===== src/shared/shrs_consts.svh =====
// Constants of the hot reset sequencer: offsets, bit positions,
// reset values and timing figures. Assumes a 10 MHz core clock.
// Contract
// RULE1: Start on TS1, link down, or software
// RULE2: Disable bit blocks link down trigger
// RULE3: Disable bit spares TS1 and software triggers
// RULE4: First send hot reset TS1 downstream
// RULE5: Reset all logic except PLL, SerDes, SMBus
// RULE6: Reset non-sticky register fields only
// RULE7: Start training, then enter quasi-reset
// RULE8: Links train within 20 ms
// RULE9: Stacks answer retry within 100 ms
// RULE10: Load EEPROM when mode needs, not disabled
// RULE11: Halt pin sets status halt bit
// RULE12: Load error aborts, sets halt, logs
// RULE13: Done flag set on finish or error
// RULE14: Halt holds logic in reset
// RULE15: Halt set only by error or EEPROM
// RULE16: Stay halted until agent clears bit
// RULE17: Slave access path never interrupted
// RULE18: Reset registers read zero, drop writes
// RULE19: Complete trigger write before starting
// RULE20: Bridge bit starts secondary bus reset
// RULE21: Steps run strictly in order
`ifndef SHRS_CONSTS_SVH
`define SHRS_CONSTS_SVH
`define SHRS_OFS_CTRL    4'h0
`define SHRS_OFS_STAT    4'h4
`define SHRS_OFS_SMBSTS  4'h8
`define SHRS_OFS_BRIDGE  4'hc
`define SHRS_CTL_TRIG    0
`define SHRS_CTL_LDDIS   1
`define SHRS_CTL_EEDIS   2
`define SHRS_CTL_HALT    3
`define SHRS_STS_HALT    0
`define SHRS_SMB_DONE    0
`define SHRS_SMB_ERR_LO  4
`define SHRS_BR_SBR      0
`define SHRS_CTL_RST     4'h0
`define SHRS_RESP_OK     2'h0
`define SHRS_RESP_ERR    2'h2
`define SHRS_CLK_KHZ     10000
`define SHRS_TRAIN_MS    20
`define SHRS_CRS_MS      100
`define SHRS_PROP_CYC    16
`define SHRS_LRST_CYC    4
`endif


===== src/shared/shrs_pkg.sv =====
// Types of the hot reset sequencer.
// Used by the single design module; constants live in the header.
package shrs_pkg;
    // Sequence steps
    typedef enum logic [2:0] {
        ST_IDLE, ST_PROP, ST_LRST, ST_TRAIN,
        ST_QUASI, ST_EELOAD, ST_HALT
    } shrs_state_type;
    // Switch control fields
    typedef struct packed {
        logic halt;
        logic ee_dis;
        logic ld_dis;
    } shrs_ctl_type;
endpackage : shrs_pkg


===== src/verilog/shrs_sequencer.sv =====
// Hot reset sequencer with an AXI4-Lite register slave.
// Assumes all link status inputs are synchronous to CORE_CLK and
// that the EEPROM loader and training logic sit outside.
`timescale 1ns/1ps
`default_nettype none
`include "shrs_consts.svh"

module shrs_sequencer #(
    parameter int PORTS     = 4,
    parameter int TRAIN_CYC = `SHRS_TRAIN_MS * `SHRS_CLK_KHZ,
    parameter int CRS_CYC   = `SHRS_CRS_MS * `SHRS_CLK_KHZ,
    parameter int PROP_CYC  = `SHRS_PROP_CYC,
    parameter int LRST_CYC  = `SHRS_LRST_CYC
) (
    input  wire logic             CORE_CLK,
    input  wire logic             RESET_N,
    input  wire logic             S_AXI_AWVALID,
    output var  logic             S_AXI_AWREADY,
    input  wire logic [3:0]       S_AXI_AWADDR,
    input  wire logic             S_AXI_WVALID,
    output var  logic             S_AXI_WREADY,
    input  wire logic [31:0]      S_AXI_WDATA,
    input  wire logic [3:0]       S_AXI_WSTRB,
    output var  logic             S_AXI_BVALID,
    input  wire logic             S_AXI_BREADY,
    output var  logic [1:0]       S_AXI_BRESP,
    input  wire logic             S_AXI_ARVALID,
    output var  logic             S_AXI_ARREADY,
    input  wire logic [3:0]       S_AXI_ARADDR,
    output var  logic             S_AXI_RVALID,
    input  wire logic             S_AXI_RREADY,
    output var  logic [31:0]      S_AXI_RDATA,
    output var  logic [1:0]       S_AXI_RRESP,
    input  wire logic             UP_TS1_HOT_RESET,
    input  wire logic             UP_DL_DOWN,
    input  wire logic [PORTS-1:0] DS_LINK_UP,
    input  wire logic             EE_MODE_NEEDED,
    input  wire logic             HALT_PIN,
    input  wire logic             EE_LOAD_DONE,
    input  wire logic             EE_LOAD_ERROR,
    input  wire logic [3:0]       EE_ERR_CODE,
    input  wire logic             EE_SET_HALT,
    output var  logic [PORTS-1:0] DS_HOT_RESET_TS1,
    output var  logic             CORE_RESET_N,
    output var  logic             REG_RESET,
    output var  logic             TRAIN_START,
    output var  logic             QUASI_RESET,
    output var  logic             EE_LOAD_START,
    output var  logic             SEC_BUS_RESET
);

    ////////////////////////////////////////////////////////////////
    // Declarations
    shrs_pkg::shrs_state_type state_reg;   // Sequence step
    shrs_pkg::shrs_ctl_type   ctl_reg;     // Control fields
    logic        sts_halt_reg;             // Halt pin seen
    logic        smb_done_reg;             // Load finished
    logic [3:0]  smb_err_reg;              // Load error code
    logic        sbr_reg;                  // Bridge reset bit
    logic        dl_down_reg;              // Link down history
    logic        sw_pend_reg;              // Trigger written
    logic [15:0] cnt_reg;                  // Step timer
    logic [3:0]  aw_addr_reg;              // Held write address
    logic [31:0] w_data_reg;               // Held write data
    logic [3:0]  w_strb_reg;               // Held strobes
    logic        do_wr;                    // Write performs now
    logic        hot_busy;                 // Reset registers blocked
    logic        trig_ts1;                 // TS1 trigger
    logic        trig_dl;                  // Link down trigger
    logic        trig_sw;                  // Software trigger
    logic        hot_trig;                 // Any trigger
    logic        halt_set;                 // Halt set event
    logic        halt_clr;                 // Halt clear write

    ////////////////////////////////////////////////////////////////
    // Helpers

    // Known register offset
    function automatic logic mapped(input logic [3:0] a);
        mapped = (a == `SHRS_OFS_CTRL) || (a == `SHRS_OFS_STAT) ||
                 (a == `SHRS_OFS_SMBSTS) || (a == `SHRS_OFS_BRIDGE);
    endfunction : mapped

    // Register cleared by a hot reset
    function automatic logic hot_reg(input logic [3:0] a);
        hot_reg = (a == `SHRS_OFS_STAT) || (a == `SHRS_OFS_BRIDGE);
    endfunction : hot_reg

    // Bits that hardware clears are blocked in every step but idle and halt
    assign hot_busy = (state_reg != shrs_pkg::ST_IDLE) &&
                      (state_reg != shrs_pkg::ST_HALT);

    ////////////////////////////////////////////////////////////////
    // Triggers

    // Link down counts only on its rising edge
    assign trig_dl  = UP_DL_DOWN && !dl_down_reg &&
                      !ctl_reg.ld_dis;                     // RULE2
    assign trig_ts1 = UP_TS1_HOT_RESET;                    // RULE3
    // Fires once the write response has been taken
    assign trig_sw  = sw_pend_reg && !S_AXI_BVALID;        // RULE19
    assign hot_trig = trig_ts1 || trig_dl || trig_sw;      // RULE1

    // Link down history
    always_ff @(posedge CORE_CLK or negedge RESET_N) begin
        if (!RESET_N) begin
            dl_down_reg <= 1'b0;
        end else begin
            dl_down_reg <= UP_DL_DOWN;
        end
    end

    ////////////////////////////////////////////////////////////////
    // Sequence
    always_ff @(posedge CORE_CLK or negedge RESET_N) begin
        if (!RESET_N) begin
            state_reg <= shrs_pkg::ST_IDLE;
            cnt_reg   <= 16'h0000;
        end else begin
            case (state_reg)
                shrs_pkg::ST_IDLE: begin
                    cnt_reg <= 16'h0000;
                    if (hot_trig) begin
                        state_reg <= shrs_pkg::ST_PROP;    // RULE21
                    end
                end
                shrs_pkg::ST_PROP: begin
                    // TS1 held long enough for the links to see it
                    if (cnt_reg == 16'(PROP_CYC - 1)) begin
                        cnt_reg   <= 16'h0000;
                        state_reg <= shrs_pkg::ST_LRST;
                    end else begin
                        cnt_reg <= cnt_reg + 16'h0001;
                    end
                end
                shrs_pkg::ST_LRST: begin
                    if (cnt_reg == 16'(LRST_CYC - 1)) begin
                        cnt_reg   <= 16'h0000;
                        state_reg <= shrs_pkg::ST_TRAIN;
                    end else begin
                        cnt_reg <= cnt_reg + 16'h0001;
                    end
                end
                // Training only starts; quasi-reset follows at once
                shrs_pkg::ST_TRAIN: begin
                    state_reg <= shrs_pkg::ST_QUASI;       // RULE7
                end
                shrs_pkg::ST_QUASI: begin
                    if (EE_MODE_NEEDED && !ctl_reg.ee_dis) begin
                        state_reg <= shrs_pkg::ST_EELOAD;  // RULE10
                    end else if (ctl_reg.halt) begin
                        state_reg <= shrs_pkg::ST_HALT;
                    end else begin
                        state_reg <= shrs_pkg::ST_IDLE;
                    end
                end
                shrs_pkg::ST_EELOAD: begin
                    // Error aborts the load at once
                    if (EE_LOAD_ERROR) begin
                        state_reg <= shrs_pkg::ST_HALT;    // RULE12
                    end else if (EE_LOAD_DONE) begin
                        state_reg <= (ctl_reg.halt || EE_SET_HALT) ?
                                     shrs_pkg::ST_HALT :
                                     shrs_pkg::ST_IDLE;
                    end
                end
                shrs_pkg::ST_HALT: begin                   // RULE14
                    if (!ctl_reg.halt) begin
                        state_reg <= shrs_pkg::ST_IDLE;    // RULE16
                    end
                end
                default: begin
                    state_reg <= shrs_pkg::ST_IDLE;
                end
            endcase
        end
    end

    ////////////////////////////////////////////////////////////////
    // Step outputs, all registered from the current step
    always_ff @(posedge CORE_CLK or negedge RESET_N) begin
        if (!RESET_N) begin
            DS_HOT_RESET_TS1 <= '0;
            CORE_RESET_N     <= 1'b1;
            REG_RESET        <= 1'b0;
            TRAIN_START      <= 1'b0;
            QUASI_RESET      <= 1'b0;
            EE_LOAD_START    <= 1'b0;
        end else begin
            // Only links that are up carry the hot reset on
            DS_HOT_RESET_TS1 <= (state_reg == shrs_pkg::ST_PROP) ?
                                DS_LINK_UP : '0;           // RULE4
            // PLL, SerDes and SMBus sit outside this reset
            CORE_RESET_N <= !((state_reg == shrs_pkg::ST_LRST) ||
                              (state_reg == shrs_pkg::ST_HALT)); // RULE5
            REG_RESET    <= (state_reg == shrs_pkg::ST_PROP) &&
                            (cnt_reg == 16'(PROP_CYC - 1)); // RULE6
            TRAIN_START  <= (state_reg == shrs_pkg::ST_TRAIN); // RULE8
            // Stacks answer retry from training onward
            QUASI_RESET  <= (state_reg == shrs_pkg::ST_TRAIN) ||
                            (state_reg == shrs_pkg::ST_QUASI) ||
                            (state_reg == shrs_pkg::ST_EELOAD) ||
                            (state_reg == shrs_pkg::ST_HALT); // RULE9
            EE_LOAD_START <= (state_reg == shrs_pkg::ST_QUASI) &&
                             EE_MODE_NEEDED && !ctl_reg.ee_dis;
        end
    end

    ////////////////////////////////////////////////////////////////
    // Bus write path; runs in every step, never reset by the sequence
    assign do_wr = !S_AXI_AWREADY && !S_AXI_WREADY &&
                   !S_AXI_BVALID;                          // RULE17

    // Address and data taken in either order
    always_ff @(posedge CORE_CLK or negedge RESET_N) begin
        if (!RESET_N) begin
            S_AXI_AWREADY <= 1'b1;
            S_AXI_WREADY  <= 1'b1;
            S_AXI_BVALID  <= 1'b0;
            S_AXI_BRESP   <= `SHRS_RESP_OK;
            aw_addr_reg   <= 4'h0;
            w_data_reg    <= 32'h0000_0000;
            w_strb_reg    <= 4'h0;
        end else begin
            if (S_AXI_AWVALID && S_AXI_AWREADY) begin
                S_AXI_AWREADY <= 1'b0;
                aw_addr_reg   <= S_AXI_AWADDR;
            end
            if (S_AXI_WVALID && S_AXI_WREADY) begin
                S_AXI_WREADY <= 1'b0;
                w_data_reg   <= S_AXI_WDATA;
                w_strb_reg   <= S_AXI_WSTRB;
            end
            if (do_wr) begin
                S_AXI_BVALID <= 1'b1;
                S_AXI_BRESP  <= mapped(aw_addr_reg) ?
                                `SHRS_RESP_OK : `SHRS_RESP_ERR;
            end
            // Next write only after the answer is taken
            if (S_AXI_BVALID && S_AXI_BREADY) begin
                S_AXI_BVALID  <= 1'b0;
                S_AXI_AWREADY <= 1'b1;
                S_AXI_WREADY  <= 1'b1;
            end
        end
    end

    ////////////////////////////////////////////////////////////////
    // Control register: disables and halt survive the hot reset
    assign halt_set = (state_reg == shrs_pkg::ST_EELOAD) &&
                      (EE_LOAD_ERROR || EE_SET_HALT);      // RULE15
    assign halt_clr = do_wr && w_strb_reg[0] &&
                      (aw_addr_reg == `SHRS_OFS_CTRL) &&
                      !w_data_reg[`SHRS_CTL_HALT];

    always_ff @(posedge CORE_CLK or negedge RESET_N) begin
        if (!RESET_N) begin
            ctl_reg     <= shrs_pkg::shrs_ctl_type'(3'h0);
            sw_pend_reg <= 1'b0;
        end else begin
            if (do_wr && w_strb_reg[0] &&
                (aw_addr_reg == `SHRS_OFS_CTRL)) begin
                ctl_reg.ld_dis <= w_data_reg[`SHRS_CTL_LDDIS];
                ctl_reg.ee_dis <= w_data_reg[`SHRS_CTL_EEDIS];
                // Trigger accepted only while idle
                if (w_data_reg[`SHRS_CTL_TRIG] &&
                    state_reg == shrs_pkg::ST_IDLE) begin
                    sw_pend_reg <= 1'b1;                   // RULE19
                end
            end
            if (state_reg != shrs_pkg::ST_IDLE) begin
                sw_pend_reg <= 1'b0;
            end
            // Set wins over a clear in the same cycle
            if (halt_set) begin
                ctl_reg.halt <= 1'b1;                      // RULE12
            end else if (halt_clr) begin
                ctl_reg.halt <= 1'b0;                      // RULE16
            end
        end
    end

    ////////////////////////////////////////////////////////////////
    // Status, SMBus status and bridge control
    always_ff @(posedge CORE_CLK or negedge RESET_N) begin
        if (!RESET_N) begin
            sts_halt_reg <= 1'b0;
            smb_done_reg <= 1'b0;
            smb_err_reg  <= 4'h0;
            sbr_reg      <= 1'b0;
        end else begin
            // Non-sticky fields return to reset value
            if (REG_RESET) begin
                sts_halt_reg <= 1'b0;                      // RULE6
                sbr_reg      <= 1'b0;
            end else if (do_wr && w_strb_reg[0] && !hot_busy &&
                         aw_addr_reg == `SHRS_OFS_BRIDGE) begin
                sbr_reg <= w_data_reg[`SHRS_BR_SBR];       // RULE20
            end
            if (state_reg == shrs_pkg::ST_EELOAD && HALT_PIN) begin
                sts_halt_reg <= 1'b1;                      // RULE11
            end
            // Load status kept by the SMBus side
            // Finish wins over the start clear in the same cycle
            if (state_reg == shrs_pkg::ST_EELOAD &&
                (EE_LOAD_ERROR || EE_LOAD_DONE)) begin
                smb_done_reg <= 1'b1;                      // RULE13
            end else if (EE_LOAD_START) begin
                smb_done_reg <= 1'b0;
            end
            if (state_reg == shrs_pkg::ST_EELOAD && EE_LOAD_ERROR) begin
                smb_err_reg <= EE_ERR_CODE;                // RULE12
            end
        end
    end

    // Bridge reset pin follows its bit
    always_ff @(posedge CORE_CLK or negedge RESET_N) begin
        if (!RESET_N) begin
            SEC_BUS_RESET <= 1'b0;
        end else begin
            SEC_BUS_RESET <= sbr_reg;                      // RULE20
        end
    end

    ////////////////////////////////////////////////////////////////
    // Bus read path; one cycle from address to data
    always_ff @(posedge CORE_CLK or negedge RESET_N) begin
        if (!RESET_N) begin
            S_AXI_ARREADY <= 1'b1;
            S_AXI_RVALID  <= 1'b0;
            S_AXI_RDATA   <= 32'h0000_0000;
            S_AXI_RRESP   <= `SHRS_RESP_OK;
        end else begin
            if (S_AXI_ARVALID && S_AXI_ARREADY) begin
                S_AXI_ARREADY <= 1'b0;
                S_AXI_RVALID  <= 1'b1;
                S_AXI_RRESP   <= mapped(S_AXI_ARADDR) ?
                                 `SHRS_RESP_OK : `SHRS_RESP_ERR;
                S_AXI_RDATA   <= 32'h0000_0000;
                // Reset registers read zero mid sequence
                if (!(hot_busy && hot_reg(S_AXI_ARADDR))) begin // RULE18
                    case (S_AXI_ARADDR)
                        `SHRS_OFS_CTRL:
                            S_AXI_RDATA <= {28'h0, ctl_reg, 1'b0};
                        `SHRS_OFS_STAT:
                            S_AXI_RDATA <= {31'h0, sts_halt_reg};
                        `SHRS_OFS_SMBSTS:
                            S_AXI_RDATA <= {24'h0, smb_err_reg,
                                            3'h0, smb_done_reg};
                        `SHRS_OFS_BRIDGE:
                            S_AXI_RDATA <= {31'h0, sbr_reg};
                        default:
                            S_AXI_RDATA <= 32'h0000_0000;
                    endcase
                end
            end else if (S_AXI_RVALID && S_AXI_RREADY) begin
                S_AXI_RVALID  <= 1'b0;
                S_AXI_ARREADY <= 1'b1;
            end
        end
    end

    // Time since the hot reset condition cleared
    logic [31:0] clr_cnt_reg;
    always_ff @(posedge CORE_CLK or negedge RESET_N) begin
        if (!RESET_N) begin
            clr_cnt_reg <= 32'h0;
        end else if (state_reg == shrs_pkg::ST_LRST) begin
            clr_cnt_reg <= 32'h0;
        end else if (clr_cnt_reg != 32'hffff_ffff) begin
            clr_cnt_reg <= clr_cnt_reg + 32'h1;
        end
    end
endmodule : shrs_sequencer
`default_nettype wire


===== config.mk =====
export PLATFORM = sky130hd
export DESIGN_NAME = shrs_sequencer
export DESIGN_NICKNAME = d
export VERILOG_FILES = /design/src/shared/shrs_pkg.sv /design/src/verilog/shrs_sequencer.sv
export VERILOG_INCLUDE_DIRS = /design/src /design/src/shared
export SDC_FILE = /design/constraint.sdc
export NUM_CORES = 1
export LEC_CHECK = 0
export BUFFER_PORTS_ARGS = -buffer_cell sky130_fd_sc_hd__buf_2
export CORE_ASPECT_RATIO = 0.6
export CORE_MARGIN = 2
export CORE_UTILIZATION = 44
export CTS_CLUSTER_DIAMETER = 200
export DETAILED_ROUTE_END_ITERATION = 8
export GPL_ROUTABILITY_DRIVEN = 0
export GPL_TIMING_DRIVEN = 0
export PLACE_DENSITY_LB_ADDON = 0.05
export RECOVER_POWER = 25
export SLEW_MARGIN = 10
export SYNTH_ARGS = -nofsm -noshare
export SYNTH_HDL_FRONTEND = slang
export SYNTH_SLANG_ARGS = --single-unit

===== constraint.sdc =====
create_clock -name CORE_CLK -period 1.76 [get_ports CORE_CLK]
set_clock_uncertainty 0.1 [all_clocks]
set_input_delay 0.352 -clock CORE_CLK [delete_from_list [all_inputs] [get_ports CORE_CLK]]
set_output_delay 0.352 -clock CORE_CLK [all_outputs]
set_load 0.05 [all_outputs]

* Word level (Yosys, flattened, before mapping)
Index checks and enable logic that the tools add are counted. W data, S select, Z words.
Storage, ports and cells: bits in registers 91, bits of input ports 66
Operators by class: add/subtract/negate cells 1, equality and inequality tests 20, mux-type cells 39, reduce and logical (&&, ||, !) cells 68
Operator list (number):
- $pmux W16 S3 | 1
- $mux W16 | 2
- $pmux W8 S4 | 1
- $mux W3 | 9
- $logic_and A1 B1 Y1 | 26
- $mux W1 | 21
- $pmux W3 S7 | 1
- $reduce_bool A2 Y1 | 10
- $add A16 B1 Y16 const B | 1
- $eq A16 B2 Y1 const B | 1
- $eq A16 B4 Y1 const B | 1
- $eq A4 B4 Y1 const B | 4
- $logic_or A1 B1 Y1 | 16
- $eq A3 B3 Y1 const B | 3
- $logic_not A1 Y1 | 9
- $eq A4 B3 Y1 const B | 2
- $logic_not A4 Y1 | 2
- $mux W8 | 1
- $ne A2 B2 Y1 const B | 4
- $eq A3 B2 Y1 const B | 2
- $ne A3 B3 Y1 const B | 2
- $reduce_bool A3 Y1 | 2
- $reduce_and A5 Y1 | 1
- $mux W2 | 2
- other kinds (4) | 4

* Longest topological paths before layout
depth in word-level cells 8, depth in mapped cells 8, gate-level depth less buffers 6

* Worst setup path before layout
OpenSTA, ideal clock, no wires.
path kind reg2reg, start register S_AXI_BVALID, end register ctl_reg[0] in the netlist's numbering, setup time 0.128 ns, data arrival time 1.671 ns, setup slack -0.139 ns, stages on the path, launching flop included 5, buffers on the path 0, clock period less this slack 1.899 ns, cells stage by stage dfrtp_1 nor3_1 nand3_1 nor3_1 mux2_1
Between the ends: longest elaborated chain between the ends 4
Ends and longest elaborated chain:
- start, declared | line shrs_sequencer.sv:24 | output var logic S_AXI_BVALID,
- start signal, assigned | line shrs_sequencer.sv:219 | S_AXI_BVALID <= 1'b0;
- start signal, assigned | line shrs_sequencer.sv:235 | S_AXI_BVALID <= 1'b1;
- start signal, assigned | line shrs_sequencer.sv:241 | S_AXI_BVALID <= 1'b0;
- $logic_not A1 Y1 | line shrs_sequencer.sv:212 | !S_AXI_BVALID;
- $logic_and A1 B1 Y1 | line shrs_sequencer.sv:211 | assign do_wr = !S_AXI_AWREADY && !S_AXI_WREADY &&
- $logic_and A1 B1 Y1 (2 in series) | line shrs_sequencer.sv:261 | if (do_wr && w_strb_reg[0] &&
- end signal, assigned | line shrs_sequencer.sv:258 | ctl_reg <= shrs_pkg::shrs_ctl_type'(3'h0);
- end, declared | line shrs_sequencer.sv:55 | shrs_pkg::shrs_ctl_type ctl_reg;
Every way passes these cells. A chain may end at the register's enable or synchronous reset.

* Worst setup path after layout
start register cnt_reg[12], end register state_reg[1]
Between the ends: longest elaborated chain between the ends 3, elaborated cells between the ends (all ways) 5, classes of those cells eq/ne: 4; reduce/logical: 1
Ends and longest elaborated chain:
- start, declared | line shrs_sequencer.sv:62 | logic [15:0] cnt_reg;
- start signal, assigned | line shrs_sequencer.sv:133 | cnt_reg <= cnt_reg + 16'h0001;
- start signal, assigned | line shrs_sequencer.sv:141 | cnt_reg <= cnt_reg + 16'h0001;
- $eq A16 B2 Y1 / $eq A16 B4 Y1 (equally long branches) | line shrs_sequencer.sv:137, shrs_sequencer.sv:129
- $ne A2 B2 Y1 (no line)
- $reduce_and A5 Y1 (no line) *
- end signal, assigned | line shrs_sequencer.sv:139 | state_reg <= shrs_pkg::ST_TRAIN;
- end signal, assigned | line shrs_sequencer.sv:146 | state_reg <= shrs_pkg::ST_QUASI;
- end signal, assigned | line shrs_sequencer.sv:150 | state_reg <= shrs_pkg::ST_EELOAD;
- end, declared | line shrs_sequencer.sv:54 | shrs_pkg::shrs_state_type state_reg;
Every way passes the cells marked *; elsewhere a longest branch is shown, timed or not.

==> reports/metrics.csv <==
metric,value,unit
path_delay_family,simple AND/OR/NAND/NOR gates,
endpoint_kind,flop,
ys_types,46,
grt_pass1_wl,11900,µm
clk_latency,0.33,ns
yosys_warnings,0,
crit_path_start_kind,flop,
io_buffers,59,
largest_reg_flops,16,
ys_top_cells_by_count,"dfrtp_1 (61), buf_4 (27), nand2_1 (26)",
grt_use_total,19.7,%
n_fill_cell,581,
clock_sinks,65,
crit_fanout,4,
drt_wl_total,7200,µm
synth-seq-cells,65,
wl_per_cell,14.6,µm
grt_max_degree,52,
io_pins,117,
worst_hold_slack,0.0481,ns
cpMaxStageDelayCell,dfrtp_2,
start_util,45.9,%
fmax,0.517,GHz
path_buf_inv,0,
synth_ff_type,dfrtp_1,
clk_pin_slew,0.05,ns
required,1.87,ns
dieArea,0.00776,mm²
rr_endpoint,state_reg[1],
syn_area,0.00310,mm²
drt_first_iter_violations,186,
synth-seq-area-share,52.6,%
drtPass1Iterations,4,
drcViolationCount,0,
ir_drop,0.975,mV
p_per_area,1620,mW/mm²
status,finished with violations,
place_ws,-0.252,ns
fin_ws,-0.173,ns
holdPathStages,1,
avgSynthCellArea,10.7,µm²
violations,negative setup slack,
multiInputGateArea,0.00140,mm²
core,0.00676,mm²
period_needed,1.93,ns
path_class,flop to flop,
hold_class,input pin to flop,
cts_root_buf,clkbuf_16,
cts_buffers,9,
fp-row-count,23,
vias_per_cell,5.02,
finalPower,6.75,mW
hold_end,dl_down_reg,
synth-edff-count,0,
rr_startpoint,cnt_reg[12],
hp-start,UP_DL_DOWN,
die_x,112,µm
htreeDepth,3,
hpwlAfterDp,5150,µm
cts_buffer_depth,2,
dp.cells,463,
startpoint,cnt_reg[12],
die_h,69.1,µm
crit_arrival,2.05,ns
nNetsFinal,468,
finalSetupViolCount,18,
synthCells,291,
regToRegSetupSlack,-0.17,ns
synth_async_sr_flop_share,100,%
antenna_cells,0,
tightest_slew,0.966,ns
slew_headroom,35.6,%
drive_gt1_share,40.1,%
ant_nets,0,
area_growth,34.4,%
overflow,0,
yosys.area.top_type,dfrtp_1,
rsz0062_at_grt,true,
synthTopCellsByArea,"dfrtp_1 (49%), buf_4 (6.5%), mux2_2 (4.7%)",
hold_viol_final,0,
seqCellArea,0.00164,mm²
drv_cap,0,
slew_viol_final,0,
max_stage_delay,0.43,ns
final_cell_count_no_fill,493,
synth_most_common_cell,dfrtp_1,
antenna_found_initial,0,
yosysTopAreaCellShare,49.2,%
leakagePower,2.08,nW
grt_pass1_vias,2344,
cts_tree,yes,
reg2reg_depth,5,
fin_crit_sh,110,%
worstPathCellList,nor4_4 -> nand4_1 -> a22o_2 -> nand3b_4 -> mux2_4,
vias,2475,
## layout make-up
| class | instances | share of cell area [%] |
|---|---|---|
| flip-flops and latches | 65 | 39.4 |
| plain buffers | 33 | 5.85 |
| well taps | 87 | 2.61 |
| clock inverters | 2 | 0.840 |
| inverters | 9 | 0.810 |
| repair buffers | 75 | 10.5 |
| clock buffers | 14 | 6.57 |
| multi-input cells | 208 | 33.4 |
## how the worst max path moves through the flow
stage | end | depth (start not counted)
finish | state_reg[1] | 5
global route | state_reg[1] | 5
CTS | state_reg[1] | 5
detailed placement | cnt_reg[15] | 6
global placement | cnt_reg[15] | 6
floorplan | state_reg[1] | 6
## cell families after synthesis
| logic type | Yosys count | share of synthesized area [%] |
|---|---|---|
| AOI/OAI and AO/OA | 58 | 12.5 |
| xor gates and xnor gates | 6 | 1.69 |
| adders and majority gates | 2 | 0.725 |
| buffers and inverters | 43 | 8.75 |
| DFF | 65 | 52.6 |
| muxes | 21 | 7.58 |
| other | 1 | 0.121 |
| and+or+nand+nor | 95 | 16.1 |
## stage by stage
| stage | setup TNS [ns] | instance area [µm²] | utilization [%] |
|---|---|---|---|
| after floorplan | -0.205 | 3220 | - |
| after global placement | -8.72 | 3630 | 53.6 |
| after detailed placement | -4.14 | 3660 | 54.1 |
| after CTS | -2.37 | 4110 | 60.7 |
| after global routing | -3.48 | 4170 | 61.7 |
| final | -2.30 | 4170 | 61.7 |
## routing by layer
metal  share of wire [%]  global-route usage [%]  vias to the layer above  wire length [µm]
li1                    -                       -                     1209                 -
met1                  50                    29.6                     1165              3620
met2                  41                    26.6                       93              2980
met3                 7.4                    6.68                        8               533
met4                0.88                    6.10                        0                63
met5                   0                       0                        -                 0
## timing repair
action                     4_1_cts  5_1_grt
setup buffers                   10        3
hold buffers                     1        0
setup endpoints to repair       25       26
hold endpoints to repair        14        0
pin swaps                        5        3
resized for setup               19        9
gates cloned                     0        1
## report_power, final
| group | switching [mW] | leakage, nW | total (mW) | internal [mW] |
|---|---|---|---|---|
| clock | 0.597 | 0.153 | 1.81 | 1.21 |
| combinational | 1.65 | 1.11 | 2.63 | 0.979 |
| sequential | 0.359 | 0.815 | 2.31 | 1.95 |
## layout by cell type (no fill, tap or decap), types with 2 or more instances in the layout
cell type  Yosys  final
clkbuf_16      0      9
buf_2          1     60
conb_1         1     26
mux2_2        13     13
nor3_4         0      2
dfstp_2        4      2
nor2_1        16     15
buf_4         27     38
mux2_1         3      3
dfrtp_1       61     51
nand2_1       26     26
and3_1         3      3
xor2_1         5      5
nand2b_1       8      8
nor4_4         0      2
mux2i_1        4      4
a31oi_1        7      7
o22ai_1        2      2
o21ai_0       11     11
nor2b_1        3      2
nand4_1        3      3
o21ai_1        3      2
dfstp_1        0      2
inv_1          8      8
buf_6          1      2
dfrtp_2        0     10
clkbuf_1       5      5
a21oi_1       12     11
nand3_2        0      2
nor3_1        10      7
clkbuf_8       0      3
and2_1         7      7
clkbuf_2       0      2
a22o_1        14     13
nand3_1       11      9
nor4_2         3      2
Note: power is estimated with default switching activity, not from simulation.
